--- config.mk ---
export PLATFORM = sky130hd
export DESIGN_NAME = dram_host
export DESIGN_NICKNAME = d
export VERILOG_FILES = /design/src/dram_host_pkg.sv /design/src/dram_host.sv
export SDC_FILE = /design/constraint.sdc
export NUM_CORES = 1
export LEC_CHECK = 0
export ABC_AREA = 1
export BUFFER_PORTS_ARGS = -buffer_cell sky130_fd_sc_hd__buf_2
export CAP_MARGIN = 20
export CORE_MARGIN = 2
export CORE_UTILIZATION = 40
export DETAILED_ROUTE_END_ITERATION = 12
export PLACE_DENSITY = 0.56
export REMOVE_ABC_BUFFERS = 1
export SYNTH_ARGS = -nofsm -noshare
export SYNTH_HDL_FRONTEND = slang
export SYNTH_SLANG_ARGS = --single-unit
--- constraint.sdc ---
create_clock -name clk -period 2 [get_ports clk]
set_input_delay 0.2 -clock clk [delete_from_list [all_inputs] [get_ports clk]]
set_output_delay 0.2 -clock clk [all_outputs]
set_load 0.02 [all_outputs]
--- src/dram_host_pkg.sv ---
// package: timing constants, command codes and state encoding for the dram host controller
package dram_host_pkg;
  localparam int unsigned clk_mhz = 40;
  localparam int unsigned clk_ns = 25;
  // device figures, ns unless stated
  localparam int unsigned row_access_time_ns = 80;
  localparam int unsigned address_access_time_ns = 40;
  localparam int unsigned column_access_time_ns = 25;
  localparam int unsigned precharge_access_time_ns = 50;
  localparam int unsigned test_access_extra_ns = 5;
  localparam int unsigned row_column_strobe_delay_ns = 55;
  localparam int unsigned row_column_address_delay_ns = 40;
  localparam int unsigned row_precharge_ns = 60;
  localparam int unsigned row_strobe_width_ns = 80;
  localparam int unsigned column_strobe_width_ns = 25;
  localparam int unsigned page_cycle_time_ns = 55;
  localparam int unsigned page_column_precharge_ns = 10;
  localparam int unsigned page_row_strobe_width_ns = 100000;
  localparam int unsigned refresh_column_setup_ns = 10;
  localparam int unsigned refresh_column_hold_ns = 20;
  localparam int unsigned test_write_hold_ns = 20;
  localparam int unsigned counter_check_precharge_ns = 40;
  localparam int unsigned rmw_cycle_time_ns = 210;
  localparam int unsigned row_to_write_delay_ns = 110;
  localparam int unsigned column_to_write_delay_ns = 55;
  localparam int unsigned address_to_write_delay_ns = 70;
  localparam int unsigned write_hold_ns = 15;
  localparam int unsigned oe_hold_from_write_ns = 25;
  localparam int unsigned init_pause_us = 100;
  localparam int unsigned init_refresh_count = 8;
  localparam int unsigned refresh_rows = 1024;
  localparam int unsigned refresh_interval_ms = 128;

  // least times round up to whole cycles, never below one
  function automatic int unsigned min_cyc(input int unsigned ns);
    int unsigned c;
    c = (ns + clk_ns - 1) / clk_ns;
    return (c == 0) ? 1 : c;
  endfunction
  // longest times round down, never below one
  function automatic int unsigned max_cyc(input int unsigned ns);
    int unsigned c;
    c = ns / clk_ns;
    return (c == 0) ? 1 : c;
  endfunction

  localparam int unsigned cnt_w = 16;
  localparam logic [cnt_w-1:0] row_addr_cyc = cnt_w'(min_cyc(row_column_address_delay_ns) - 1);
  // column address, write strobe and data lead the column strobe by a cycle, so nothing moves with it
  localparam logic [cnt_w-1:0] col_setup_cyc = cnt_w'(1);
  localparam logic [cnt_w-1:0] cas_low_cyc =
    cnt_w'(min_cyc(address_access_time_ns + test_access_extra_ns) + 1);
  localparam logic [cnt_w-1:0] cas_high_cyc = cnt_w'(min_cyc(counter_check_precharge_ns));
  localparam logic [cnt_w-1:0] ras_pre_cyc = cnt_w'(min_cyc(row_precharge_ns));
  localparam logic [cnt_w-1:0] ras_low_cyc = cnt_w'(min_cyc(row_strobe_width_ns));
  localparam logic [cnt_w-1:0] refresh_setup_cyc = cnt_w'(min_cyc(refresh_column_setup_ns));
  localparam logic [cnt_w-1:0] refresh_hold_cyc =
    cnt_w'(min_cyc(refresh_column_hold_ns > test_write_hold_ns ? refresh_column_hold_ns : test_write_hold_ns));
  localparam logic [cnt_w-1:0] rmw_write_cyc =
    cnt_w'(min_cyc(column_to_write_delay_ns > address_to_write_delay_ns ?
                   column_to_write_delay_ns : address_to_write_delay_ns));
  localparam logic [cnt_w-1:0] rmw_total_cyc = cnt_w'(min_cyc(rmw_cycle_time_ns));
  localparam logic [cnt_w-1:0] write_hold_cyc = cnt_w'(min_cyc(write_hold_ns > oe_hold_from_write_ns ?
                                                               write_hold_ns : oe_hold_from_write_ns));
  localparam logic [cnt_w-1:0] page_limit_cyc = cnt_w'(max_cyc(page_row_strobe_width_ns) - 8);
  localparam int unsigned init_pause_cyc = init_pause_us * clk_mhz;
  localparam int unsigned refresh_gap_cyc = (refresh_interval_ms * 1000 * clk_mhz) / refresh_rows;

  // host command codes
  typedef enum logic [2:0] {
    cmd_read,
    cmd_write,
    cmd_rmw,
    cmd_test_enter,
    cmd_test_exit,
    cmd_row_refresh
  } cmd_e;

  typedef enum logic [3:0] {
    st_pause,
    st_idle,
    st_row,
    st_col,
    st_cas_low,
    st_rmw_wait,
    st_write_hold,
    st_cas_high,
    st_ref_setup,
    st_ref_hold,
    st_ras_high
  } state_e;
endpackage

--- src/dram_host.sv ---
// dram host controller: sequences strobes, address and data for a 1m x 4 dynamic memory
// Summary of operation
// - row half then column half on shared lines, latched by row and column strobes
// - write data referenced to column strobe (early) or write strobe (delayed, rmw)
// - output gate turns device outputs off before host drives write data
// - read-modify-write cycle lasts at least its minimum cycle time
// - page mode row strobe low no longer than the page maximum width
// - page accesses spaced by page cycle time with column precharge between
// - column-first refresh: column strobe down before row strobe, held after
// - after power-up wait the pause then eight refresh cycles before accesses
// - initialisation refreshes are all column-first to prime the internal counter
// - test entry write strobe set up before row strobe falls and held after
// - in test mode refresh with reads or write-qualified column-first refresh
// - leave test mode with row-only or plain column-first refresh
// - column precharge between refresh and access at least counter-check precharge
// - all 1,024 rows refreshed within the 128 ms interval
module dram_host
  import dram_host_pkg::*;
#(
  parameter int unsigned init_pause_p = dram_host_pkg::init_pause_cyc, // power-up pause cycles
  parameter int unsigned refresh_gap_p = dram_host_pkg::refresh_gap_cyc, // cycles between refreshes
  parameter int unsigned page_limit_p = 32'(dram_host_pkg::page_limit_cyc) // page row strobe cap
) (
  input wire logic clk, // 40 mhz clock
  input wire logic rst_n, // synchronous reset, active low
  input wire logic req_valid, // request present
  output logic req_ready, // request taken this cycle
  input wire dram_host_pkg::cmd_e req_cmd, // command
  input wire logic [19:0] req_addr, // row in [19:10], column in [9:0]
  input wire logic [3:0] req_wdata, // write data
  input wire logic [3:0] req_mask, // rmw: bits to invert in read data
  output logic rsp_valid, // read data valid pulse
  output logic [3:0] rsp_rdata, // read data
  output logic busy, // initialisation or refresh active
  output logic test_mode, // device held in test mode
  output logic ras_n, // row strobe
  output logic cas_n, // column strobe
  output logic we_n, // write strobe
  output logic oe_n, // output gate
  output logic [9:0] addr, // multiplexed address
  output logic [3:0] dq_out, // data lines out
  output logic [3:0] dq_oe, // data line drive enables
  input wire logic [3:0] dq_in // data lines in
);
  import dram_host_pkg::*;

  typedef struct packed {
    state_e st;
    cmd_e cmd;
    logic [19:0] a;
    logic [3:0] wd;
    logic [3:0] mask;
    logic [cnt_w-1:0] cnt;
    logic [cnt_w-1:0] rmw_cnt;
    logic [31:0] timer;
    logic [31:0] ref_timer;
    logic [3:0] init_left;
    logic ref_due;
    logic refreshing;
    logic test;
    logic page_open;
    logic [9:0] open_row;
    logic [31:0] page_cnt;
    logic ras_n, cas_n, we_n, oe_n;
    logic [9:0] addr;
    logic [3:0] dq_out;
    logic dq_drive;
    logic rsp_valid;
    logic [3:0] rsp_rdata;
  } ctl_s;

  ctl_s q, d;
  logic close_page;

  // ---------------------------------------------------------------
  // request handshake
  // ---------------------------------------------------------------
  // an open page shuts for refresh, init, its width cap, another row or a non-access command
  assign close_page = q.page_open && (q.ref_due || q.init_left != 4'h0 || q.page_cnt >= page_limit_p ||
    (req_valid && (req_cmd > cmd_rmw || req_addr[19:10] != q.open_row)));
  // ready only when idle will really take the request, else it would be lost
  assign req_ready = (q.st == st_idle) && !close_page && !q.ref_due && (q.init_left == 4'h0) && req_valid;
  assign busy = (q.st == st_pause) || (q.init_left != 4'h0) || q.refreshing;
  assign test_mode = q.test;
  assign ras_n = q.ras_n;
  assign cas_n = q.cas_n;
  assign we_n = q.we_n;
  assign oe_n = q.oe_n;
  assign addr = q.addr;
  assign dq_out = q.dq_out;
  assign dq_oe = {4{q.dq_drive}};
  assign rsp_valid = q.rsp_valid;
  assign rsp_rdata = q.rsp_rdata;

  // ---------------------------------------------------------------
  // sequencer
  // ---------------------------------------------------------------
  always_comb begin
    d = q;
    d.rsp_valid = 1'b0;
    d.cnt = (q.cnt != '0) ? q.cnt - 1'b1 : q.cnt;
    d.rmw_cnt = (q.rmw_cnt != '0) ? q.rmw_cnt - 1'b1 : q.rmw_cnt;
    // periodic refresh request, so every row is visited within the interval
    if (q.ref_timer == 32'h0000_0000) begin
      d.ref_timer = refresh_gap_p - 1;
      d.ref_due = 1'b1;
    end else begin
      d.ref_timer = q.ref_timer - 1;
    end
    // page kept open only up to its width cap
    if (q.page_open) begin
      d.page_cnt = q.page_cnt + 1;
    end
    unique case (q.st)
      st_pause: begin
        d.timer = q.timer + 1;
        if (q.timer >= init_pause_p) begin
          d.st = st_idle;
          d.init_left = 4'(init_refresh_count);
        end
      end
      st_idle: begin
        if (close_page) begin
          d.ras_n = 1'b1;
          d.page_open = 1'b0;
          d.cnt = ras_pre_cyc;
          d.st = st_ras_high;
        end else if (q.init_left != 4'h0 || q.ref_due) begin
          // init and periodic refresh are column-first, advancing the device counter
          d.refreshing = 1'b1;
          d.cmd = cmd_test_exit;
          d.we_n = !q.test;
          d.cas_n = 1'b0;
          d.cnt = refresh_setup_cyc;
          d.st = st_ref_setup;
        end else if (req_valid) begin
          d.cmd = req_cmd;
          d.a = req_addr;
          d.wd = req_wdata;
          d.mask = req_mask;
          if (req_cmd == cmd_test_enter || req_cmd == cmd_test_exit) begin
            d.we_n = (req_cmd != cmd_test_enter);
            d.cas_n = 1'b0;
            d.cnt = refresh_setup_cyc;
            d.st = st_ref_setup;
          end else if (q.page_open) begin
            d.addr = req_addr[9:0];
            d.cnt = col_setup_cyc;
            d.st = st_col;
          end else begin
            d.addr = req_addr[19:10];
            d.st = st_row;
          end
        end
      end
      st_row: begin
        d.ras_n = 1'b0;
        d.open_row = q.a[19:10];
        d.page_cnt = 32'h0000_0000;
        d.page_open = (q.cmd != cmd_row_refresh);
        d.cnt = (q.cmd == cmd_row_refresh) ? ras_low_cyc : row_addr_cyc;
        d.st = (q.cmd == cmd_row_refresh) ? st_ras_high : st_col;
        if (q.cmd == cmd_row_refresh) begin
          d.test = 1'b0;
        end
      end
      st_col: begin
        // address, strobes and data settle before the column strobe falls
        d.addr = q.a[9:0];
        d.we_n = (q.cmd != cmd_write); // write strobe only early or late, never between
        d.oe_n = (q.cmd == cmd_write);
        d.dq_out = q.wd;
        d.dq_drive = (q.cmd == cmd_write);
        if (q.cnt == '0) begin
          d.st = st_cas_low;
          d.cas_n = 1'b0;
          d.cnt = cas_low_cyc;
          d.rmw_cnt = rmw_total_cyc;
        end
      end
      st_cas_low: begin
        if (q.cnt == '0) begin
          if (q.cmd == cmd_rmw) begin
            d.rsp_valid = 1'b1;
            d.rsp_rdata = dq_in;
            d.oe_n = 1'b1;
            d.cnt = rmw_write_cyc;
            d.st = st_rmw_wait;
          end else if (q.cmd == cmd_write) begin
            d.cnt = write_hold_cyc;
            d.st = st_write_hold;
          end else begin
            d.rsp_valid = 1'b1;
            d.rsp_rdata = dq_in;
            d.cas_n = 1'b1;
            d.oe_n = 1'b1;
            d.cnt = cas_high_cyc;
            d.st = st_cas_high;
          end
        end
      end
      st_rmw_wait: begin
        // outputs already off, so drive modified data, then a late write strobe
        d.dq_out = q.rsp_rdata ^ q.mask;
        d.dq_drive = 1'b1;
        if (q.cnt == '0) begin
          d.we_n = 1'b0;
          d.cnt = write_hold_cyc;
          d.st = st_write_hold;
        end
      end
      st_write_hold: begin
        if (q.cnt == '0 && (q.cmd != cmd_rmw || q.rmw_cnt == '0)) begin
          d.we_n = 1'b1;
          d.cas_n = 1'b1;
          d.oe_n = 1'b1;
          d.dq_drive = 1'b0;
          d.cnt = cas_high_cyc;
          d.st = st_cas_high;
          if (q.cmd == cmd_rmw) begin
            d.ras_n = 1'b1;
            d.page_open = 1'b0;
            d.cnt = ras_pre_cyc;
            d.st = st_ras_high;
          end
        end
      end
      st_cas_high: begin
        if (q.cnt == '0) begin
          d.st = st_idle;
        end
      end
      st_ref_setup: begin
        if (q.cnt == '0) begin
          d.ras_n = 1'b0;
          d.cnt = refresh_hold_cyc;
          d.st = st_ref_hold;
          d.test = (q.cmd == cmd_test_enter) || (q.test && !q.we_n);
          if (q.init_left != 4'h0) begin
            d.init_left = q.init_left - 4'h1;
          end
          if (q.refreshing) begin
            d.ref_due = (q.ref_timer == 32'h0000_0000); // a request landing now beats the clear
          end
        end
      end
      st_ref_hold: begin
        if (q.cnt == '0) begin
          d.cas_n = 1'b1;
          d.we_n = 1'b1;
          d.cnt = ras_low_cyc;
          d.st = st_ras_high;
        end
      end
      st_ras_high: begin
        if (q.cnt == '0) begin
          if (!q.ras_n) begin
            d.ras_n = 1'b1;
            d.cnt = ras_pre_cyc;
          end else begin
            d.refreshing = 1'b0;
            d.st = st_idle;
          end
        end
      end
      default: d.st = st_idle;
    endcase
  end

  // ---------------------------------------------------------------
  // state register
  // ---------------------------------------------------------------
  always_ff @(posedge clk) begin
    if (!rst_n) begin
      q <= '0;
      q.st <= st_pause;
      q.ras_n <= 1'b1;
      q.cas_n <= 1'b1;
      q.we_n <= 1'b1;
      q.oe_n <= 1'b1;
      q.ref_timer <= 32'h0000_0000;
    end else begin
      q <= d;
    end
  end
endmodule

# [Word level (Yosys, flattened, before mapping)]
# Index checks and enable logic that the tools add are counted.
[totals] ff_bits=205 elab_cells=234 output_inout_bits=30
[classes] addsub=6 eq_ne=47 bitwise=4 n_mux=89 order_cmp=3 reduce_logical=59
[op_table] operator="16-bit two-way mux" n=13
[op_table] operator="16-bit case mux with 8 select lines" n=1
[op_table] operator="4-bit two-way mux" n=18
[op_table] operator="32-bit by 1-bit adder with 32-bit output (second input constant)" n=2
[op_table] operator="32-bit by 12-bit >= comparator with 1-bit output (second input constant)" n=2
[op_table] operator="51-bit two-way mux" n=1
[op_table] operator="10-bit two-way mux" n=5
[op_table] operator="4-bit case mux with 11 select lines" n=1
[op_table] operator="2-bit inequality test (second input constant)" n=20
[op_table] operator="16-bit zero test" n=2
[op_table] operator="32-bit zero test" n=1
[op_table] operator="32-bit two-way mux" n=1
[op_table] operator="16-bit nonzero test" n=2
[op_table] operator="16-bit by 1-bit subtractor with 16-bit output (second input constant)" n=2
[op_table] operator="32-bit by 1-bit subtractor with 32-bit output (second input constant)" n=1
[op_table] operator="1-bit two-way mux" n=25
[op_table] operator="10-bit case mux with 2 select lines" n=1
[op_table] operator="4-bit by 3-bit equality test with 1-bit output (second input constant)" n=4
[op_table] operator="4-bit case mux with 2 select lines" n=2
[op_table] operator="4-bit AND reduction" n=4
[op_table] operator="5-bit two-way mux" n=3
[op_table] operator="1-bit case mux with 5 select lines" n=3
[op_table] operator="5-bit nonzero test" n=3
[op_table] operator="2-bit two-way mux" n=7
[op_table] operator="36 further kinds" n=84

# [Depth between registers and ports, before layout]
[logic_depth] ltp_word=10 depth_mapped=15 depth_no_buf=14

# [Least setup slack after synthesis]
# No wires, ideal clock.
[synth_timing] kind="register -> register" startpoint="register q[70] (netlist bit)" endpoint="register q[173] (netlist bit)" synth_period_minus_slack_ns=1.855 setup_slack_ns=0.145 setup_ns=0.113 n_path_buf=2 t_arrival_ns=1.742 stages_incl_launch_ff=14 t_required_ns=1.887 path_cell_list="dfxtp_1 -> inv_1 -> ha_1 -> nand4_4 -> nor2_1 -> nand3_1 -> nand2_2 -> nand2_2 -> inv_2 -> nand3_1 -> buf_4 -> buf_6 -> nor2_1 -> nor2_1"
[synth_via] elab_chain_cells=7 elab_cells_between_ends=8 classes_between="bitwise: 2; reduce/logical: 6"
[synth_rtl] item="from (decl)" line_no="dram_host.sv:72" source="ctl_s q, d;"
[synth_rtl] item="4-bit nonzero test (*)" line_no="dram_host.sv:79, dram_host.sv:128"
[synth_rtl] item="1-bit logical OR (*)" line_no="dram_host.sv:79, dram_host.sv:128"
[synth_rtl] item="1-bit logical OR (2 in a row)" line_no="dram_host.sv:79" source="assign close_page = q.page_open && (q.ref_due || q.init_left != 4'h0 || q.page_cnt >= page_limit_p ||"
[synth_rtl] item="1-bit logical AND" line_no="dram_host.sv:79"
[synth_rtl] item="1-bit NOT (no line)"
[synth_rtl] item="4-bit AND reduction (no line) (*)"
# Mark *: on every way between the ends. The rest lies on a longest branch, timed or not.
# A chain may end at the register's enable or synchronous reset.

# [Final worst setup path]
[layout_timing] startpoint="register q[70] (netlist bit)" endpoint="output req_ready"
[layout_via] elab_chain_cells=10 elab_cells_between_ends=11 classes_between="reduce/logical: 11"
[layout_rtl] item="4-bit nonzero test" line_no="dram_host.sv:79"
[layout_rtl] item="1-bit logical OR (3 in a row)" line_no="dram_host.sv:79"
[layout_rtl] item="1-bit logical AND" line_no="dram_host.sv:79"
[layout_rtl] item="1-bit zero test" line_no="dram_host.sv:82" source="assign req_ready = (q.st == st_idle) && !close_page && !q.ref_due && (q.init_left == 4'h0) && req_valid;"
[layout_rtl] item="1-bit logical AND (2 in a row)" line_no="dram_host.sv:82"
[layout_rtl] item="1-bit logical AND (*) (2 in a row)" line_no="dram_host.sv:82"
[layout_rtl] item="to (decl)" line_no="dram_host.sv:27" source="output logic req_ready,"
# Marks and branches as above.

==> reports/qor_table.md <==
| Step | Quantity | Reported |
|:---|:---|:---|
| final layout | Sequential Area | 4124 µm² |
| global route | Pin count of the biggest net entering global routing | 49 |
| run | Count of max-cap constraint violations | 0 |
| clock tree | Number of clock sinks | 205 |
| run status | Failing checks | negative setup slack |
| synthesis | Number of distinct library cell variants in the gate-level netlist after synthesis | 51 |
| synthesis | Summed instance area of the synthesized netlist | 11190 µm² |
| global route | Remaining global-route overflow | 0 |
| timing | Setup tns final | -0.1846 ns |
| global route | Global-route usage over all layers | 0.2068 |
| floorplanning | # IOs | 68 |
| power and ir drop | Relative contribution of combinational cells to total power | 0.414 |
| routing | DR WL/cell | 13.61 µm |
| placement | Worst slack, placed | -0.08377 ns |
| timing | Fin crit period | 2.185 ns |
| routing | Drt first-iter violations | 704 |
| routing | # DRC | 0 |
| clock tree | Clock tree from TritonCTS | done |
| final layout | Summed area of non-filler cells in the final layout | 13910 µm² |
| routing | Total iterations of the first detailed-routing run | 6 |
| worst setup path | Type of the worst setup path | register to output port |
| final layout | Layout cell share with drive strength beyond 1 | 0.2121 |
| final layout | Diodes inserted | 0 |
| power and ir drop | Lkg Pwr | 0.006142 µW |
| worst hold path | Worst min-delay path category | primary input to register |
| worst setup path | Required time of the critical path | 1.80 ns |
| worst setup path | Data arrival time of the critical path | 1.98 ns |
| placement | Placed cell area | 12270 µm² |
| placement | RePlAce Congestion | 0.9347 |
| routing | Final ANT Viol Nets | 0 |
| global route | First-pass GRT wire length | 50120 µm |
| power and ir drop | Worst vdd ir | 0.7026 mV |
| timing | Final setup slack of the worst path | -0.1846 ns |
| synthesis | Register bit total from synthesis | 205 |
| synthesis | Cell type with the largest total area after synthesis | sky130_fd_sc_hd__dfxtp_1 |
| synthesis | Count of yosys warnings during synthesis | 0 |
| timing | Final setup violation count | 1 |
| clock tree | Clock insertion delay at the later pin of the skew report | 0.53 ns |
| floorplanning | Height of the chip | 171.3 µm |
| synthesis | Number of enable flip-flop cells after synthesis | 0 |
| synthesis | Cell types occupying the most area after synthesis | sky130_fd_sc_hd__dfxtp_1 (37%), sky130_fd_sc_hd__nor2_1 (11%), sky130_fd_sc_hd__nand2_1 (10%) |
| worst setup path | Endpoint class of the critical path | output port |
| clock tree | Clock edge transition at the registers on the reported setup and hold paths | 0.06 ns |
| worst setup path | Cell class contributing the biggest share of worst-path delay | buffers and inverters |
| floorplanning | Area of the core region | 27710 µm² |
| clock tree | Count of H-tree levels built during CTS | 1 |
| run status | Outcome | finished, violations left |
| worst setup path | Delay of the slowest cell on the worst path | 0.32 ns |
| worst setup path | Total buffers and inverters traversed by the critical path | 5 |
| power and ir drop | Power Dens Cells | 1213 nW/µm² |
| synthesis | Share of the synthesized area in the top cell type | 0.3666 |
| placement | Number of buffers added on ports | 67 |
| final layout | Multi-input combinational cell area | 6264 µm² |
| final layout | Area growth from synthesis to layout | 24.30% |
| worst setup path | Startpoint class of the critical path | register |
| clock tree | CTS buffer count | 25 |
| routing | Via count | 11000 |
| power and ir drop | Overall power consumption | 16870 µW |
| timing | Max-slew violation count | 0 |
| power and ir drop | Sw frac | 0.3862 |
| timing | Slew at the pin with the worst max-slew slack | 0.5617 ns |
| power and ir drop | Sequential fraction of design power | 0.320 |
| floorplanning | Initial core utilization | 0.4041 |
| worst setup path | Largest fanout of any net on the critical path | 5 |
| timing | Worst-case clock skew | 0.008192 ns |
| floorplanning | Number of rows in the core area | 61 |
| floorplanning | Die area | 29340 µm² |
| final layout | NumNets Final | 1891 |
| synthesis | Share of synthesized flip-flops with an asynchronous set or reset | 0 |
| timing | Max-slew headroom | 0.6221 |
| clock tree | Cell at the root of the clock tree | sky130_fd_sc_hd__clkbuf_16 |
| floorplanning | Die Span X | 171.3 µm |
| synthesis | Prevailing post-synth register cell | sky130_fd_sc_hd__dfxtp_1 |
| worst setup path | Reg2reg setup slack | 0.05 ns |
| global route | Antenna violations before repair | 0 |
| power and ir drop | Internal power consumption | 10360 µW |
| timing | Setup repair after global routing missed its margin | yes |
| routing | Final WL | 30430 µm |
| worst setup path | Slowest cell on the critical path | sky130_fd_sc_hd__dfxtp_1 |
| worst setup path | Cell breakdown of the critical path | inv_2, ha_4, nand4_4, buf_4, nor2_8, inv_2, nor3_4, buf_6, buf_6 |
| power and ir drop | Net Switching | 6516 µW |
| synthesis | Synthesized instance count | 1667 |
| clock tree | Clock Path Buffers | 3 |
| routing | Via-per-instance ratio | 4.920 |
| global route | Via count of the first global-routing pass | 10370 |
| final layout | Core utilization of the finished layout | 0.5022 |
| placement | Detailed Place HPWL | 21910 µm |
| synthesis | Average cell area after synthesis | 6.715 µm² |
| timing | Final hold violations | 0 |
| synthesis | Seq/Total Area, Yosys | 0.3666 |
| timing | Maximum operating frequency | 0.4577 GHz |
| final layout | Fill count | 2762 |
| power and ir drop | Clock share of power | 0.266 |
| timing | Portion of the clock cycle consumed by the worst path in the final layout | 1.092 |
logic make-up after synthesis:
group           after synthesis  share of synthesized area
compound gates              236                     0.1128
xor+xnor                     53                    0.04147
fa+ha+maj                    11                    0.01229
buf+inv                     250                    0.09668
flops                       205                     0.3666
simple gates                912                     0.3702
sequential cells by signal (all words and copies together), names as in the netlist:
register and cells:
q 180, addr 10, dq_out 4, rsp_rdata 4, cas_n 1, dq_oe 1, oe_n 1, ras_n 1
rsp_valid 1, test_mode 1, we_n 1
per-stage QoR:
stage	std cells	hold slack, ns
final	2236	0.05406
after floorplan	1608	0.2832
after CTS	2213	0.01240
after detailed placement	2130	0.4279
after global placement	2130	0.4225
after global routing	2236	0.06282
worst paths after layout:
check | startpoint | endpoint | depth (start not counted)
worst max-delay path | q[70]$_SDFFE_PN0P_ | req_ready | 9
worst min register to register | q[116]$_SDFFE_PN0P_ | q[116]$_SDFFE_PN0P_ | 2
worst max register to register | q[70]$_SDFFE_PN0P_ | q[197]$_SDFFE_PN0P_ | 13
worst min-delay path | rst_n | q[168]$_SDFF_PN0_ | 3
power by group through the flow:
stage	combinational (µW)	clock [µW]	sequential, µW
after floorplan	4490	0	5390
after global placement	6210	0	5440
after detailed placement	6260	0	5450
final	6990	4480	5400
after global routing	7870	4760	5500
after CTS	6460	4610	5370
repair_timing:
| action | in CTS | in global routing |
|---|---|---|
| gates cloned | 0 | 0 |
| setup endpoints to repair | 38 | 102 |
| hold buffers | 35 | 0 |
| gates resized for setup | 27 | 66 |
| pin swaps | 9 | 23 |
| endpoints found under the hold margin | 35 | 0 |
| buffers inserted | 5 | 23 |
tightest hold or removal path, cell delays in order:
cell and delay [ns]:
sky130_fd_sc_hd__buf_2 0.19, sky130_fd_sc_hd__nand3_1 0.11, sky130_fd_sc_hd__nor2_1 0.04
Yosys cell counts (25+ instances only):
master	n
sky130_fd_sc_hd__a21oi_1	87
sky130_fd_sc_hd__nand4_1	28
sky130_fd_sc_hd__dfxtp_1	205
sky130_fd_sc_hd__xor2_1	28
sky130_fd_sc_hd__nor2_2	30
sky130_fd_sc_hd__inv_1	163
sky130_fd_sc_hd__inv_2	27
sky130_fd_sc_hd__nor3_1	41
sky130_fd_sc_hd__nand3_1	97
sky130_fd_sc_hd__nor2_1	330
sky130_fd_sc_hd__nand2_1	306
sky130_fd_sc_hd__o21ai_1	45
sky130_fd_sc_hd__xnor2_1	25
sky130_fd_sc_hd__o21ai_0	70
sky130_fd_sc_hd__buf_4	29
metal layers:
| metal | vias up | GRT usage | wire length, µm |
|---|---|---|---|
| met5 | - | 0 | 0 |
| li1 | 5698 | - | - |
| met4 | 0 | 0.06411 | 840 |
| met2 | 230 | 0.3398 | 13610 |
| met3 | 56 | 0.02623 | 1253 |
| met1 | 5017 | 0.2826 | 14720 |
final cells by class:
| type | count | share of cell area |
|---|---|---|
| multi-input cells | 1212 | 0.4501 |
| repair buffers | 207 | 0.1104 |
| clock inverters | 8 | 0.006744 |
| inverters | 191 | 0.05179 |
| well taps | 378 | 0.03399 |
| clock buffers | 35 | 0.05053 |
| flip-flops and latches | 205 | 0.2964 |
placed cells by master (no fill, tap or decap), drive strengths merged, types with 4 or more instances in the layout:
cell / Yosys / layout
a211oi: 6 / 6
a21oi: 87 / 87
a31oi: 7 / 7
buf: 43 / 172
clkbuf: 16 / 35
clkinv: 1 / 6
dfxtp: 205 / 205
dlygate4sd3: 0 / 35
ha: 11 / 11
inv: 190 / 191
nand2: 326 / 326
nand3: 102 / 102
nand3b: 4 / 4
nand4: 31 / 31
nor2: 369 / 369
nor3: 46 / 46
nor3b: 8 / 8
nor4: 12 / 12
o21ai: 115 / 115
o31ai: 7 / 7
or2: 11 / 11
xnor2: 25 / 25
xor2: 28 / 28
(Power assumes the default switching activity.)
